### src/pcm_pkg.sv
// Shared constants and carrier types for the pad configuration block
package pcm_pkg;
	////////////////////////////////////////////////////////////////////////
	// Register byte offsets
	localparam logic [7:0] OFF_PADS_8_11 = 8'h08;
	localparam logic [7:0] OFF_PADS_12_15 = 8'h0C;
	localparam logic [7:0] OFF_PADS_16_19 = 8'h10;
	localparam logic [7:0] OFF_UNLOCK_KEY = 8'h20;

	// Unlock value, arbitrary
	localparam logic [31:0] UNLOCK_VALUE = 32'h0000_0073;

	////////////////////////////////////////////////////////////////////////
	// Field positions inside one eight-bit pad slot, PWRDN_POS counted in the whole word
	localparam int SLOT_W = 8;
	localparam int PULL_POS = 0;
	localparam int INPEN_POS = 1;
	localparam int STRNG_POS = 2;
	localparam int FSEL_POS = 3;
	localparam int RSEL_POS = 6;
	localparam int PWRDN_POS = 30;
	localparam int NUM_PADS = 12;
	localparam int PADS_PER_REG = 4;

	// Writable bits of each register, reserved bits stay zero
	localparam logic [31:0] MASK_PADS_8_11 = 32'h5F3F_FFFF;
	localparam logic [31:0] MASK_PADS_12_15 = 32'h3F3F_3F1F;
	localparam logic [31:0] MASK_PADS_16_19 = 32'h1F1F_3F1F;

	// Reset values: every selector at GPIO, all else off
	localparam logic [31:0] RST_PADS_8_11 = 32'h1818_1818;
	localparam logic [31:0] RST_PADS_12_15 = 32'h1818_1818;
	localparam logic [31:0] RST_PADS_16_19 = 32'h1818_1818;
	localparam logic [2:0] FSEL_GPIO = 3'h3;

	////////////////////////////////////////////////////////////////////////
	// Selector codes that connect a function, one bit per code
	localparam logic [7:0] LISTED_P8 = 8'hAF;
	localparam logic [7:0] LISTED_P9 = 8'hAF;
	localparam logic [7:0] LISTED_P10 = 8'h8F;
	localparam logic [7:0] LISTED_P11 = 8'h0F;
	localparam logic [7:0] LISTED_P12 = 8'h0F;
	localparam logic [7:0] LISTED_P13 = 8'h4F;
	localparam logic [7:0] LISTED_P14 = 8'h0F;
	localparam logic [7:0] LISTED_P15 = 8'h0F;
	localparam logic [7:0] LISTED_P16 = 8'h0F;
	localparam logic [7:0] LISTED_P17 = 8'h0F;
	localparam logic [7:0] LISTED_P18 = 8'h0F;
	localparam logic [7:0] LISTED_P19 = 8'h0F;
	localparam logic [95:0] LISTED_ALL = {LISTED_P19, LISTED_P18, LISTED_P17,
		LISTED_P16, LISTED_P15, LISTED_P14, LISTED_P13, LISTED_P12,
		LISTED_P11, LISTED_P10, LISTED_P9, LISTED_P8};

	// Bus answers
	localparam logic [1:0] RESP_OKAY = 2'h0;
	localparam logic [1:0] RESP_SLVERR = 2'h2;

	////////////////////////////////////////////////////////////////////////
	// Pad settings handed to the pad ring, index 0 is pad 8
	typedef struct packed {
		logic [11:0][2:0] fsel;
		logic [11:0] func_en;
		logic [11:0] strength;
		logic [11:0] input_en;
		logic [11:0] pullup_en;
		logic [1:0][1:0] pullup_value;
		logic pad11_power_switch;
	} pcm_pad_cfg_type;

	// Whole state of the block
	typedef struct packed {
		logic [31:0] pad_c;
		logic [31:0] pad_d;
		logic [31:0] pad_e;
		logic unlocked;
		logic aw_held;
		logic [7:0] aw_addr;
		logic w_held;
		logic [31:0] w_data;
		logic [3:0] w_strb;
		logic bvalid;
		logic [1:0] bresp;
		logic rvalid;
		logic [1:0] rresp;
		logic [31:0] rdata;
		pcm_pad_cfg_type cfg;
	} pcm_state_type;
endpackage : pcm_pkg

### src/pcm_pad_mux_top.sv
// Pad configuration and function select for pads 8 to 19 behind AXI4-Lite
// Contract
// - Pad 11 selector: analog test, chip select 0, clock out, GPIO; reset GPIO.
// - Every pad has a drive strength bit, 1 is high, reset low.
// - Every pad has an input enable bit, 1 enables, reset disabled.
// - Every pad has a pull-up enable bit, 1 on, reset off.
// - Pad 10 selector codes 0-3 and 7 connect, code 6 disables.
// - Pads 8 and 9 carry two-bit pull-up value fields resetting to 0.
// - Pad 9 selector codes 0-3, 5, 7 connect, code 6 disables.
// - Pad 8 selector codes 0-3, 5, 7 connect, code 6 disables.
// - Pad 15 selector codes 0-3 connect, code 7 disables.
// - Pad 14 selector codes 0-3 connect, code 7 disables.
// - Pad 13 selector codes 0-3 and 6 connect, code 7 disables.
// - Pad 12 two-bit selector codes 0-3 all connect.
// - Pad 19 two-bit selector codes 0-3 all connect.
// - Pad 18 two-bit selector codes 0-3 all connect.
// - Pad 17 selector codes 0-3 connect, code 7 disables.
// - Pad register writes are ignored until software unlocks them by key.
// - Offset 0xC holds pads 15 to 12, one byte per pad.
// - Offset 0x10 holds pads 19 to 16 in the same layout.
`timescale 1ns/1ns
module pcm_pad_mux_top (
	input wire logic i_core_clk, // Core clock, 125 MHz
	input wire logic i_resetn, // Asynchronous reset, active low
	input wire logic i_s_axi_awvalid, // Write address valid
	output logic o_s_axi_awready, // Write address ready
	input wire logic [7:0] i_s_axi_awaddr, // Write byte address
	input wire logic i_s_axi_wvalid, // Write data valid
	output logic o_s_axi_wready, // Write data ready
	input wire logic [31:0] i_s_axi_wdata, // Write data
	input wire logic [3:0] i_s_axi_wstrb, // Write byte strobes
	output logic o_s_axi_bvalid, // Write response valid
	input wire logic i_s_axi_bready, // Write response ready
	output logic [1:0] o_s_axi_bresp, // Write response code
	input wire logic i_s_axi_arvalid, // Read address valid
	output logic o_s_axi_arready, // Read address ready
	input wire logic [7:0] i_s_axi_araddr, // Read byte address
	output logic o_s_axi_rvalid, // Read data valid
	input wire logic i_s_axi_rready, // Read data ready
	output logic [31:0] o_s_axi_rdata, // Read data
	output logic [1:0] o_s_axi_rresp, // Read response code
	output pcm_pkg::pcm_pad_cfg_type o_pad_cfg, // Settings to the pad ring
	output logic o_pads_unlocked // Pad registers open for writes
);
	////////////////////////////////////////////////////////////////////////
	// Reset release through two flops
	logic [1:0] rst_sync_r;
	logic rst_n;

	always_ff @(posedge i_core_clk or negedge i_resetn) begin
		if (!i_resetn) begin
			rst_sync_r <= 2'h0;
		end else begin
			rst_sync_r <= {rst_sync_r[0], 1'h1};
		end
	end

	assign rst_n = rst_sync_r[1];

	////////////////////////////////////////////////////////////////////////
	// Helpers

	// Byte strobes widened to a bit mask
	function automatic logic [31:0] strb_bits(input logic [3:0] s);
		logic [31:0] m;
		m = 32'h0000_0000;
		for (int i = 0; i < 4; i++) begin
			m[i*8 +: 8] = {8{s[i]}};
		end
		return m;
	endfunction : strb_bits

	// Strobed merge, reserved bits forced to zero
	function automatic logic [31:0] merge_word(input logic [31:0] old,
		input logic [31:0] wd, input logic [3:0] s, input logic [31:0] keep);
		logic [31:0] m;
		m = strb_bits(s);
		return ((old & ~m) | (wd & m)) & keep;
	endfunction : merge_word

	// Register words unpacked into per-pad settings
	function automatic pcm_pkg::pcm_pad_cfg_type decode_pads(input logic [31:0] c,
		input logic [31:0] d, input logic [31:0] e);
		pcm_pkg::pcm_pad_cfg_type f;
		logic [31:0] src;
		logic [2:0] code;
		int base;
		f = '0;
		src = c;
		code = 3'h0;
		base = 0;
		for (int p = 0; p < pcm_pkg::NUM_PADS; p++) begin
			if (p < pcm_pkg::PADS_PER_REG) begin
				src = c;
			end else if (p < 2 * pcm_pkg::PADS_PER_REG) begin
				src = d;
			end else begin
				src = e;
			end
			base = (p % pcm_pkg::PADS_PER_REG) * pcm_pkg::SLOT_W;
			code = src[base + pcm_pkg::FSEL_POS +: 3];
			f.fsel[p] = code;
			f.func_en[p] = pcm_pkg::LISTED_ALL[p * 8 + int'(code)];
			f.strength[p] = src[base + pcm_pkg::STRNG_POS];
			f.input_en[p] = src[base + pcm_pkg::INPEN_POS];
			f.pullup_en[p] = src[base + pcm_pkg::PULL_POS];
		end
		f.pullup_value[0] = c[pcm_pkg::RSEL_POS +: 2];
		f.pullup_value[1] = c[pcm_pkg::SLOT_W + pcm_pkg::RSEL_POS +: 2];
		f.pad11_power_switch = c[pcm_pkg::PWRDN_POS];
		return f;
	endfunction : decode_pads

	////////////////////////////////////////////////////////////////////////
	// State
	pcm_pkg::pcm_state_type r;
	pcm_pkg::pcm_state_type n;
	logic wr_fire;
	logic [31:0] rd_word;
	logic rd_hit;

	// Both halves of a write held and no answer pending
	assign wr_fire = r.aw_held && r.w_held && !r.bvalid;

	// Handshake outputs
	assign o_s_axi_awready = !r.aw_held && !r.bvalid;
	assign o_s_axi_wready = !r.w_held && !r.bvalid;
	assign o_s_axi_arready = !r.rvalid;

	// Registered data outputs
	assign o_s_axi_bvalid = r.bvalid;
	assign o_s_axi_bresp = r.bresp;
	assign o_s_axi_rvalid = r.rvalid;
	assign o_s_axi_rdata = r.rdata;
	assign o_s_axi_rresp = r.rresp;
	assign o_pad_cfg = r.cfg;
	assign o_pads_unlocked = r.unlocked;

	// Read address decode
	always_comb begin
		rd_word = 32'h0000_0000;
		rd_hit = 1'h1;
		case (i_s_axi_araddr)
			pcm_pkg::OFF_PADS_8_11: rd_word = r.pad_c;
			pcm_pkg::OFF_PADS_12_15: rd_word = r.pad_d;
			pcm_pkg::OFF_PADS_16_19: rd_word = r.pad_e;
			pcm_pkg::OFF_UNLOCK_KEY: rd_word = {31'h0000_0000, r.unlocked};
			default: rd_hit = 1'h0;
		endcase
	end

	// Next state
	always_comb begin
		n = r;
		// Address and data taken in either order
		if (i_s_axi_awvalid && o_s_axi_awready) begin
			n.aw_held = 1'h1;
			n.aw_addr = i_s_axi_awaddr;
		end
		if (i_s_axi_wvalid && o_s_axi_wready) begin
			n.w_held = 1'h1;
			n.w_data = i_s_axi_wdata;
			n.w_strb = i_s_axi_wstrb;
		end
		if (r.bvalid && i_s_axi_bready) begin
			n.bvalid = 1'h0;
		end
		// Perform a write once both halves are in
		if (wr_fire) begin
			n.aw_held = 1'h0;
			n.w_held = 1'h0;
			n.bvalid = 1'h1;
			n.bresp = pcm_pkg::RESP_OKAY;
			case (r.aw_addr)
				pcm_pkg::OFF_PADS_8_11: begin
					if (r.unlocked) begin
						n.pad_c = merge_word(r.pad_c, r.w_data, r.w_strb,
							pcm_pkg::MASK_PADS_8_11);
					end
				end
				pcm_pkg::OFF_PADS_12_15: begin
					if (r.unlocked) begin
						n.pad_d = merge_word(r.pad_d, r.w_data, r.w_strb,
							pcm_pkg::MASK_PADS_12_15);
					end
				end
				pcm_pkg::OFF_PADS_16_19: begin
					if (r.unlocked) begin
						n.pad_e = merge_word(r.pad_e, r.w_data, r.w_strb,
							pcm_pkg::MASK_PADS_16_19);
					end
				end
				pcm_pkg::OFF_UNLOCK_KEY: begin
					// Full-word key opens, anything else closes
					n.unlocked = (r.w_data == pcm_pkg::UNLOCK_VALUE)
						&& (r.w_strb == 4'hF);
				end
				default: n.bresp = pcm_pkg::RESP_SLVERR;
			endcase
		end
		// Read answer
		if (r.rvalid && i_s_axi_rready) begin
			n.rvalid = 1'h0;
		end
		if (i_s_axi_arvalid && o_s_axi_arready) begin
			n.rvalid = 1'h1;
			n.rdata = rd_word;
			n.rresp = rd_hit ? pcm_pkg::RESP_OKAY : pcm_pkg::RESP_SLVERR;
		end
		n.cfg = decode_pads(n.pad_c, n.pad_d, n.pad_e);
	end

	// State register
	always_ff @(posedge i_core_clk or negedge rst_n) begin
		if (!rst_n) begin
			r <= '0;
			r.pad_c <= pcm_pkg::RST_PADS_8_11;
			r.pad_d <= pcm_pkg::RST_PADS_12_15;
			r.pad_e <= pcm_pkg::RST_PADS_16_19;
			r.cfg <= decode_pads(pcm_pkg::RST_PADS_8_11, pcm_pkg::RST_PADS_12_15,
				pcm_pkg::RST_PADS_16_19);
		end else begin
			r <= n;
		end
	end
endmodule : pcm_pad_mux_top

### config.mk
export PLATFORM = sky130hd
export DESIGN_NAME = pcm_pad_mux_top
export DESIGN_NICKNAME = d
export VERILOG_FILES = /design/src/pcm_pkg.sv /design/src/pcm_pad_mux_top.sv
export SDC_FILE = /design/constraint.sdc
export NUM_CORES = 1
export LEC_CHECK = 0
export BUFFER_PORTS_ARGS = -buffer_cell sky130_fd_sc_hd__clkbuf_2
export CAP_MARGIN = 5
export CELL_PAD_IN_SITES_DETAIL_PLACEMENT = 0
export CELL_PAD_IN_SITES_GLOBAL_PLACEMENT = 1
export CORE_ASPECT_RATIO = 0.6
export CORE_MARGIN = 2
export CORE_UTILIZATION = 43
export CTS_CLUSTER_DIAMETER = 200
export DETAILED_ROUTE_END_ITERATION = 10
export PLACE_DENSITY = 0.88
export SYNTH_ARGS = -nofsm -noshare
export SYNTH_HDL_FRONTEND = slang
export SYNTH_SLANG_ARGS = --single-unit
### constraint.sdc
create_clock -name i_core_clk -period 6.9 [get_ports i_core_clk]
set_input_delay 2.07 -clock i_core_clk [delete_from_list [all_inputs] [get_ports i_core_clk]]
set_output_delay 2.07 -clock i_core_clk [all_outputs]
set_load 0.01 [all_outputs]
# Word level (Yosys, flattened, before mapping)

Memories as Yosys holds them, arrays and structs flattened. A register that Yosys moved wholly into a read port is not among the register bits.
Cells that the tools add are included.

Output and inout port bits: 131
RAM bits: 0
Word-level logic and storage cells: 126
Bits in registers: 241
Bits in read-only memories: 1416
Bits in latches: 0
Memories kept: 12

Memories:

| name             | words | width | rd ports | clocked after Yosys merged registers in | wr ports | RTL line               | text |
|---|---|---|---|---|---|---|---|
| (name not given) | 128   | 1     | 1        | 1                                       | 0        | pcm_pad_mux_top.sv:103 | `f.func_en[p] = pcm_pkg::LISTED_ALL[p * 8 + int'(code)];` |
| (name not given) | 128   | 1     | 1        | 1                                       | 0        | pcm_pad_mux_top.sv:103 |  |
| (name not given) | 128   | 1     | 1        | 1                                       | 0        | pcm_pad_mux_top.sv:103 |  |
| (name not given) | 128   | 1     | 1        | 1                                       | 0        | pcm_pad_mux_top.sv:103 |  |
| (name not given) | 128   | 1     | 1        | 1                                       | 0        | pcm_pad_mux_top.sv:103 |  |
| (name not given) | 128   | 1     | 1        | 1                                       | 0        | pcm_pad_mux_top.sv:103 |  |
| +6 memories      | n/a   | n/a   | n/a      | n/a                                     | n/a      | n/a                    |  |

Shift operators: 0
Equal/unequal tests: 10
Muxes and demuxes: 19
Divide/modulo/power cells: 0
$add $sub $neg: 11
Bitwise logic cells: 8
Multipliers: 0
Order comparisons: 0
Reductions and logical operators: 33

Operator list:

| cell                                                             | count |
|---|---|
| 31-bit one-hot mux with 4 select lines                           | 1 |
| 97-bit two-way mux                                               | 1 |
| 30-bit two-way mux                                               | 3 |
| 31-bit AND                                                       | 2 |
| 31-bit two-way mux                                               | 2 |
| 37-bit two-way mux                                               | 1 |
| 35-bit two-way mux                                               | 1 |
| 7-bit by 3-bit adder with 8-bit output, first input constant     | 4 |
| 32-bit by 7-bit == test with 1-bit output, second input constant | 1 |
| 8-bit by 4-bit == test with 1-bit output, second input constant  | 4 |
| 32-bit two-way mux                                               | 1 |
| 31-bit inverter                                                  | 1 |
| 31-bit bitwise OR                                                | 1 |
| 30-bit AND                                                       | 1 |
| 30-bit bitwise OR                                                | 1 |
| 29-bit AND                                                       | 1 |
| 29-bit bitwise OR                                                | 1 |
| 6-bit by 3-bit adder with 7-bit output, first input constant     | 4 |
| 8-bit by 5-bit == test with 1-bit output, second input constant  | 2 |
| 8-bit by 6-bit == test with 1-bit output, second input constant  | 2 |
| 1-bit logical NOT                                                | 16 |
| 5-bit by 3-bit adder with 6-bit output, first input constant     | 2 |
| 1-bit logical AND                                                | 10 |
| 9-bit two-way mux                                                | 1 |
| 8 further kinds                                                  | 17 |

# Depth between registers and ports, before layout

Gate-level depths: netlist (run 1).

Depth after elaboration: 7
Depth in mapped cells: 6
Mapped depth without buffers: 4

# Least setup slack after synthesis (run 1)

OpenSTA, ideal clock, no wires.

Kind: input to register
Start point: input i_s_axi_araddr[1]
End point: register r, in the netlist o_s_axi_rdata[11]
Data required time: 6.828 ns
Path slack: 3.282 ns
Library setup time: 0.072 ns
Buffers on the path: 1
Arrival time: 3.546 ns
Stages on the path: 5
Cell sequence: or4_1 > nor4_2 > clkbuf_1 > a221oi_1 > nor2_1

Cells in the longest elaborated chain, start to end: 2

RTL lines:

| what                                                             | RTL line               | text |
|---|---|---|
| from (decl)                                                      | pcm_pad_mux_top.sv:37  | `input wire logic [7:0] i_s_axi_araddr,` |
| 8-bit by 6-bit == test with 1-bit output (tied with other cells) | pcm_pad_mux_top.sv:143 | `case (i_s_axi_araddr)` |
| 31-bit one-hot mux with 4 select lines *                         | pcm_pad_mux_top.sv:143 |  |
| to (signal assigned)                                             | pcm_pad_mux_top.sv:223 | `r <= n;` |
| to (decl)                                                        | pcm_pad_mux_top.sv:116 | `pcm_pkg::pcm_state_type r;` |

Mark *: on every way between the ends. The rest lies on a longest branch, timed or not.
A chain may end at the register's enable or synchronous reset.

# Worst setup path in the final report (run 1)

Start point: input i_s_axi_araddr[1]
End point: register r, in the netlist o_s_axi_rdata[20]

The elaborated chain is that of the path after synthesis.

==> key figures, run 1 <==
Run status
  – Status: complete, no violations

Setup path
  – CP arrival: approximately 4300 ps
  – Cells along the critical path: clkbuf_2 > or4_1 > nor2_2 > a22oi_1 > o21ai_0
  – Worst-path maximum fanout: 24
  – Worst path top cell family by delay: simple AND/OR/NAND/NOR gates
  – Crit path from: i_s_axi_araddr[1]
  – Worst setup EP type: register
  – Bufs and invs on worst path: 1
  – CP startpoint kind: primary input
  – CP max stage cell: nor2_2
  – CP peak stage delay: ~1000 ps
  – Critical path class: in2reg
  – Critical R2R Launch: r[171]$_DFFE_PN0P_
  – CP required: between 7000 and 8000 ps

STA
  – Max Slew Vio Count: 0
  – Least-Margin Pin Slew: 1270 ps
  – Clock Skews: ~20 ps
  – Final Hold Fails: 0
  – Crit share post-route: 0.570
  – Setup TNS Final: 0 ps
  – Endpoints failing setup: 0
  – Crit path time final: around 4000 ps
  – RSZ-0062 raised after global routing: no
  – Relative slew slack: 0.151
  – Final setup margin: 2970 ps
  – Maximum clock frequency: between 0.2 and 0.3 GHz

Layout
  – NumNets Final: just under 800
  – Syn-to-layout area delta: 9.50%
  – Antenna diodes: 0
  – Multi-input logic area: 0.00271 mm²
  – Seq. cell area: between 0.004 and 0.005 mm²
  – Commonest cells after routing, fill and taps aside: clkbuf_2 (184), mux2_2 (137), dfrtp_1 (134)
  – Fin area: roughly 0.0089 mm²
  – Fillcell total: roughly 1700
  – Share of cells above drive strength 1: 0.556
  – Leading cell type in the layout, fill and taps excluded: clkbuf_2

Global routing
  – Gr usage total: 0.203
  – Total grt overflow: 0
  – Global-route wire length before repair: between 30 and 40 mm
  – Vias in the first global route: between 5000 and 6000
  – Largest net degree at the start of global routing: 76
  – Initial antenna violation count: 0

Yosys
  – Synth cell types: between 40 and 50
  – Fraction of registers with async set/reset: 1.00
  – Compound-Gate Fraction of Synth Area: 0.0445
  – Main combinational cell family by area after synthesis: multiplexers
  – Number of synthesized flops with an enable pin: 0
  – Syn avg cell area: 12.3 µm²
  – #FFs+latches synth: about 170
  – Ys Warns: 0
  – Synthesized cell area: around 0.008 mm²
  – Cells after synthesis: between 600 and 700
  – Post-Synth Simple-Gate Area: 0.0830
  – Mux cell area share after synthesis: 0.201
  – Commonest register cell after synthesis: dfrtp_1
  – Synth Area in Adders: 0
  – Sequential-to-total area share from yosys stat: 0.534
  – Synth Area in XOR/XNOR: 0.00216

Placement
  – PortBufs: ~180
  – Final GP Congestion: 0.821
  – Post-DP HPWL: roughly 14 mm
  – Pre-CTS WS: around 2600 ps
  – Dpl cell area: 0.00831 mm²

Clock tree
  – Clock Path Buffers: 2
  – Post-CTS Resized: 0
  – Reg clk slew, reported paths: 70 ps
  – Num CTS Buffers: 17
  – CTS tree: done
  – Clk sink count: ~170
  – # H-tree levels: 4
  – Clock Latency Late Sink: around 420 ps
  – Clock root cell: clkbuf_16
  – Postcts setup bufs: 0
  – Hold Buf Count CTS: 0

Drt
  – Final wirelength: approximately 20 mm
  – TritonRoute pass-1 iters: 4
  – Initial DRC Count: approximately 290
  – Residual DRC count: 0
  – Via density: 5.15
  – ANT nets after route: 0
  – Vias: 4986
  – WL per Instance: ~20 µm

Die
  – Core area: 0.0183 mm²
  – Die ar.: about 0.02 mm²
  – Boundary Pins: 190
  – Die Span X: approximately 180 µm
  – Initial Util: 0.444
  – Die height: 110 µm
  – Row count: 38

Worst hold path
  – Hold crit path type: reg2async

Power
  – Leakage: 0.00429 µW
  – Worst IR Drop VDD: ~0.00014 V
  – Power Dens Cells: about 300 mW/mm²

Job
  – Max-cap violation count: 0
routing by layer:
metal | routed length (µm) | vias to the layer above | global-route usage
met4 | 107 | 0 | 0.0441
met5 | 0 | - | 0
met1 | 10200 | 2522 | 0.306
met3 | 1110 | 10 | 0.0486
met2 | 8100 | 181 | 0.294
li1 | - | 2273 | -
report_power, final:
group	switching, µW	internal (µW)	total, µW	leakage, µW
clock network	426	483	909	0.000271
logic	209	226	435	0.00190
registers	211	1170	1380	0.00212
path summary, 6_finish.rpt:
path	endpoint	slack (ps)	cells after the start
setup / recovery	o_s_axi_rdata[20]$_DFFE_PN0P_	2970	5
hold / removal	o_pad_cfg[17]$_DFFE_PN0P_	260	0
setup reg to reg	o_pad_cfg[3]$_DFFE_PN0P_	4100	4
hold reg to reg	o_pad_cfg[17]$_DFFE_PN0P_	260	0
max in group asynchronous	o_s_axi_rdata[27]$_DFFE_PN0P_	5350	1
min in group i_core_clk	rst_sync_r[1]$_DFF_PN0_	350	0
state kept, by name, summed over array words and instances (netlist names), named ones only:
| register | flops |
|---|---|
| o_pad_cfg | 71 |
| o_pads_unlocked | 1 |
| o_s_axi_bresp | 1 |
| o_s_axi_bvalid | 1 |
| o_s_axi_rdata | 29 |
| o_s_axi_rresp | 1 |
| o_s_axi_rvalid | 1 |
| r | 58 |
| rst_sync_r | 2 |
per-stage QoR:
step	power, µW	util	hold slack, ps	std cells
final	2720	0.486	260	969
after detailed placement	1830	0.455	256	937
after floorplan	1660	-	331	662
after CTS	2750	0.486	271	969
after global placement	1820	0.455	252	937
after global routing	2860	0.486	291	969
kinds of logic after synthesis:
| group | Yosys count |
|---|---|
| multiplexers | 145 |
| flip-flops | 171 |
| AO/OA/AOI/OAI | 54 |
| XOR/XNOR | 2 |
| AND/OR/NAND/NOR | 125 |
| buffers and inverters | 159 |
| other | 2 |
cells in the mapped netlist (3+ instances only):
| cell type | count | area [µm²] |
|---|---|---|
| mux2_2 | 137 | 1540 |
| dfrtp_1 | 135 | 3380 |
| buf_4 | 127 | 953 |
| nor2_1 | 38 | 143 |
| dfstp_2 | 36 | 946 |
| nand2_1 | 33 | 124 |
| o21ai_0 | 22 | 110 |
| clkbuf_1 | 20 | 75.1 |
| a221oi_1 | 15 | 131 |
| a22oi_1 | 9 | 67.6 |
| and3_1 | 9 | 56.3 |
| and2_1 | 7 | 43.8 |
| mux2i_1 | 7 | 70.1 |
| inv_1 | 6 | 22.5 |
| nand2b_1 | 5 | 31.3 |
| nor2b_1 | 5 | 31.3 |
| a21oi_1 | 4 | 20.0 |
| nand3_2 | 4 | 40.0 |
| nor4b_1 | 4 | 35.0 |
| buf_2 | 3 | 15.0 |
layout make-up:
class                   instances  area share
clock buffers                  20      0.0504
clock inverters                12      0.0121
inverters                       6     0.00254
multi-input cells             332       0.306
flip-flops and latches        171       0.488
well taps                     240      0.0339
repair buffers                188       0.107
(Power assumes the default switching activity.)
==> run 2, diff against run 1 <==
--- a/config.mk
+++ b/config.mk
@@ -5,16 +5,17 @@
 export SDC_FILE = /design/constraint.sdc
 export NUM_CORES = 1
 export LEC_CHECK = 0
+export ABC_AREA = 1
 export BUFFER_PORTS_ARGS = -buffer_cell sky130_fd_sc_hd__clkbuf_2
 export CAP_MARGIN = 5
 export CELL_PAD_IN_SITES_DETAIL_PLACEMENT = 0
 export CELL_PAD_IN_SITES_GLOBAL_PLACEMENT = 1
 export CORE_ASPECT_RATIO = 0.6
 export CORE_MARGIN = 2
-export CORE_UTILIZATION = 43
+export CORE_UTILIZATION = 36
 export CTS_CLUSTER_DIAMETER = 200
 export DETAILED_ROUTE_END_ITERATION = 10
-export PLACE_DENSITY = 0.88
+export PLACE_DENSITY = 0.84
 export SYNTH_ARGS = -nofsm -noshare
 export SYNTH_HDL_FRONTEND = slang
 export SYNTH_SLANG_ARGS = --single-unit
==> constraint.sdc (replaced) <==
create_clock -name i_core_clk -period 3.4 [get_ports i_core_clk]
set_input_delay 1.02 -clock i_core_clk [delete_from_list [all_inputs] [get_ports i_core_clk]]
set_output_delay 1.02 -clock i_core_clk [all_outputs]
set_load 0.01 [all_outputs]
==> run 2 against run 1 <==
- power is 100% higher
- clock skew is 8.5 ps lower
- die area is 20% higher
- combinational power up 110%
- cell count increased by 37%
- clock power increased by 110%
- utilization shrank 7.2 points
- synthesized cell count grew 41%
- critical path type is now reg2reg
- critical endpoint is now o_pad_cfg[54]$_DFFE_PN1P_
==> key figures, run 2 <==
Global routing
  – Total grt overflow: 0
  – Gr usage total: 0.210
  – Global-route wire length before repair: roughly 37 mm
  – Vias in the first global route: between 5000 and 6000
  – Largest net degree at the start of global routing: approximately 70
  – Initial antenna violation count: 6

Setup path
  – Worst setup EP type: register
  – Critical R2R Launch: o_s_axi_bvalid$_DFFE_PN0P_
  – CP startpoint kind: register
  – Critical path class: reg2reg
  – CP arrival: 2700 ps
  – R2r setup slk: approximately 1000 ps
  – Worst-path maximum fanout: 14
  – Worst R2R End: o_pad_cfg[54]$_DFFE_PN1P_
  – CP required: approximately 3700 ps
  – Reg2Reg Depth: 5

Yosys
  – Most area-hungry cell type in the Yosys netlist: dfrtp_1
  – #FFs+latches synth: ~170
  – Fraction of registers with async set/reset: 1.00
  – Count leader, synth: nand2_1
  – Sequential-to-total area share from yosys stat: 0.528
  – Share of the synthesized area in the top cell type: 0.413
  – Ys Warns: 0
  – Synthesized cell area: 0.00819 mm²
  – Number of synthesized flops with an enable pin: 0
  – Synth cell types: 26
  – Syn avg cell area: ~8.8 µm²
  – Most frequent cells after synthesis: nand2_1 (265), dfrtp_1 (135), buf_4 (128), nand3_1 (82), inv_1 (66)
  – Dominant cells by area after synthesis: dfrtp_1 (41%), nand2_1 (12%), buf_4 (12%)
  – Cells after synthesis: ~930
  – Commonest register cell after synthesis: dfrtp_1

Die
  – Boundary Pins: between 150 and 200
  – Die Span X: approximately 200 µm
  – Row count: 42
  – Initial Util: 0.369
  – Die ar.: ~0.024 mm²
  – Die height: between 100 and 150 µm
  – Core area: approximately 0.022 mm²

Layout
  – Multi-input logic area: 0.00255 mm²
  – Final std cells w/o fill: ~1300
  – Commonest cells after routing, fill and taps aside: nand2_1 (264), clkbuf_2 (184), dfrtp_1 (134)
  – Fillcell total: ~2300
  – Seq. cell area: 0.00433 mm²
  – Share of cells above drive strength 1: 0.306
  – Syn-to-layout area delta: 12.0%
  – Max reg flops: 71
  – NumNets Final: approximately 1100
  – Leading cell type in the layout, fill and taps excluded: nand2_1

Clock tree
  – # H-tree levels: 4
  – Hold Buf Count CTS: 0
  – Postcts setup bufs: 0
  – Num CTS Buffers: 17
  – Post-CTS Resized: 0
  – Clock Path Buffers: 2
  – Reg clk slew, reported paths: 70 ps
  – Clk sink count: approximately 170
  – Clock Latency Late Sink: between 400 and 500 ps
  – CTS tree: done
  – Clock root cell: clkbuf_16

Worst hold path
  – Hold crit path type: in2async

STA
  – Hold slack final: ~370 ps
  – Endpoints failing setup: 0
  – Crit path time final: about 2400 ps
  – RSZ-0062 raised after global routing: no
  – Crit share post-route: 0.695
  – Max Slew Vio Count: 0
  – Clock Skews: between 10 and 15 ps
  – Maximum clock frequency: 0.423 GHz
  – Relative slew slack: 0.359
  – Least-Margin Pin Slew: roughly 960 ps
  – Final Hold Fails: 0
  – Final setup margin: between 1000 and 1500 ps
  – Setup TNS Final: 0 ps

Power
  – Total power draw: 5490 µW
  – Leakage: about 0.0048 µW
  – Power Dens Cells: between 500 and 600 mW/mm²
  – Worst IR Drop VDD: between 0.0004 and 0.0005 V

Placement
  – PortBufs: approximately 180
  – Final GP Congestion: around 0.83
  – Pre-CTS WS: about 900 ps
  – Inst Count DP: 1287
  – Post-DP HPWL: 18.4 mm

Drt
  – Residual DRC count: 0
  – ANT nets after route: 0
  – Via density: 4.73
  – Vias: between 6000 and 7000
  – WL per Instance: around 19 µm
  – Initial DRC Count: approximately 440
  – Final wirelength: between 20 and 25 mm
  – TritonRoute pass-1 iters: 5

Job
  – Max-cap violation count: 0

Run status
  – Status: complete, no violations
run 2: changes by cell type in the layout (fill, tap and decap cells not counted), moves of 10 or more:
cell / before / now
a221oi_1: 15 / 0
inv_1: 6 / 66
a21oi_1: 4 / 21
nand4_1: 1 / 11
nand3_1: 1 / 82
nand2_1: 33 / 264
nor2_1: 37 / 48
mux2_2: 137 / 26
o21ai_0: 22 / 59
run 2: critical path, cell delays in order, from the launching register on:
cell and delay [ps]:
dfrtp_1 410, inv_1 90, nand3_2 190, nor2_1 640, nand2_1 600, o21ai_0 340
run 2: cell families after synthesis:
| group | count (synthesis) | share of synthesized area |
|---|---|---|
| AO/OA/AOI/OAI | 85 | 0.0527 |
| buffers and inverters | 221 | 0.162 |
| other | 2 | 0.000917 |
| AND/OR/NAND/NOR | 426 | 0.220 |
| flip-flops | 171 | 0.528 |
| multiplexers | 26 | 0.0358 |
run 2: through the flow:
step	area, µm²	util
final	9160	0.413
after global routing	9150	0.413
after CTS	9150	0.413
after detailed placement	8570	0.387
after global placement	8570	0.387
after floorplan	8200	-
run 2: how the worst max path moves through the flow:
stage / slack, ps / startpoint / endpoint / depth (start not counted)
4_1_cts: 930 / o_s_axi_bvalid$_DFFE_PN0P_ / o_pad_cfg[54]$_DFFE_PN1P_ / 5
5_1_grt: 680 / o_s_axi_bvalid$_DFFE_PN0P_ / o_pad_cfg[32]$_DFFE_PN0P_ / 5
2_1_floorplan: 610 / rst_sync_r[1]$_DFF_PN0_ / async pin / 0
3_3_place_gp: 930 / i_s_axi_araddr[6] / o_s_axi_rdata[2]$_DFFE_PN0P_ / 11
6_report: 1040 / o_s_axi_bvalid$_DFFE_PN0P_ / o_pad_cfg[54]$_DFFE_PN1P_ / 5
3_5_place_dp: 920 / i_s_axi_araddr[6] / o_s_axi_rdata[2]$_DFFE_PN0P_ / 11
run 2: routing by layer:
layer | track usage | wire [µm]
met1 | 0.333 | 12600
met2 | 0.266 | 9200
met3 | 0.0748 | 2490
met4 | 0.0434 | 150
met5 | 0 | 41
run 2: power breakdown:
group	internal [µW]	leakage, µW	total, µW	switching [µW]
Clock	1070	0.000283	1930	853
Combinational	361	0.00236	925	564
Sequential	2330	0.00211	2640	316
Total	3760	0.00475	5490	1730
run 2: area by class of cell:
class / count / share of cell area
diodes: 5 / 0.00137
clock buffers: 20 / 0.0509
clock inverters: 12 / 0.0123
inverters: 66 / 0.0270
multi-input cells: 543 / 0.279
flip-flops and latches: 171 / 0.472
well taps: 308 / 0.0421
repair buffers: 199 / 0.116
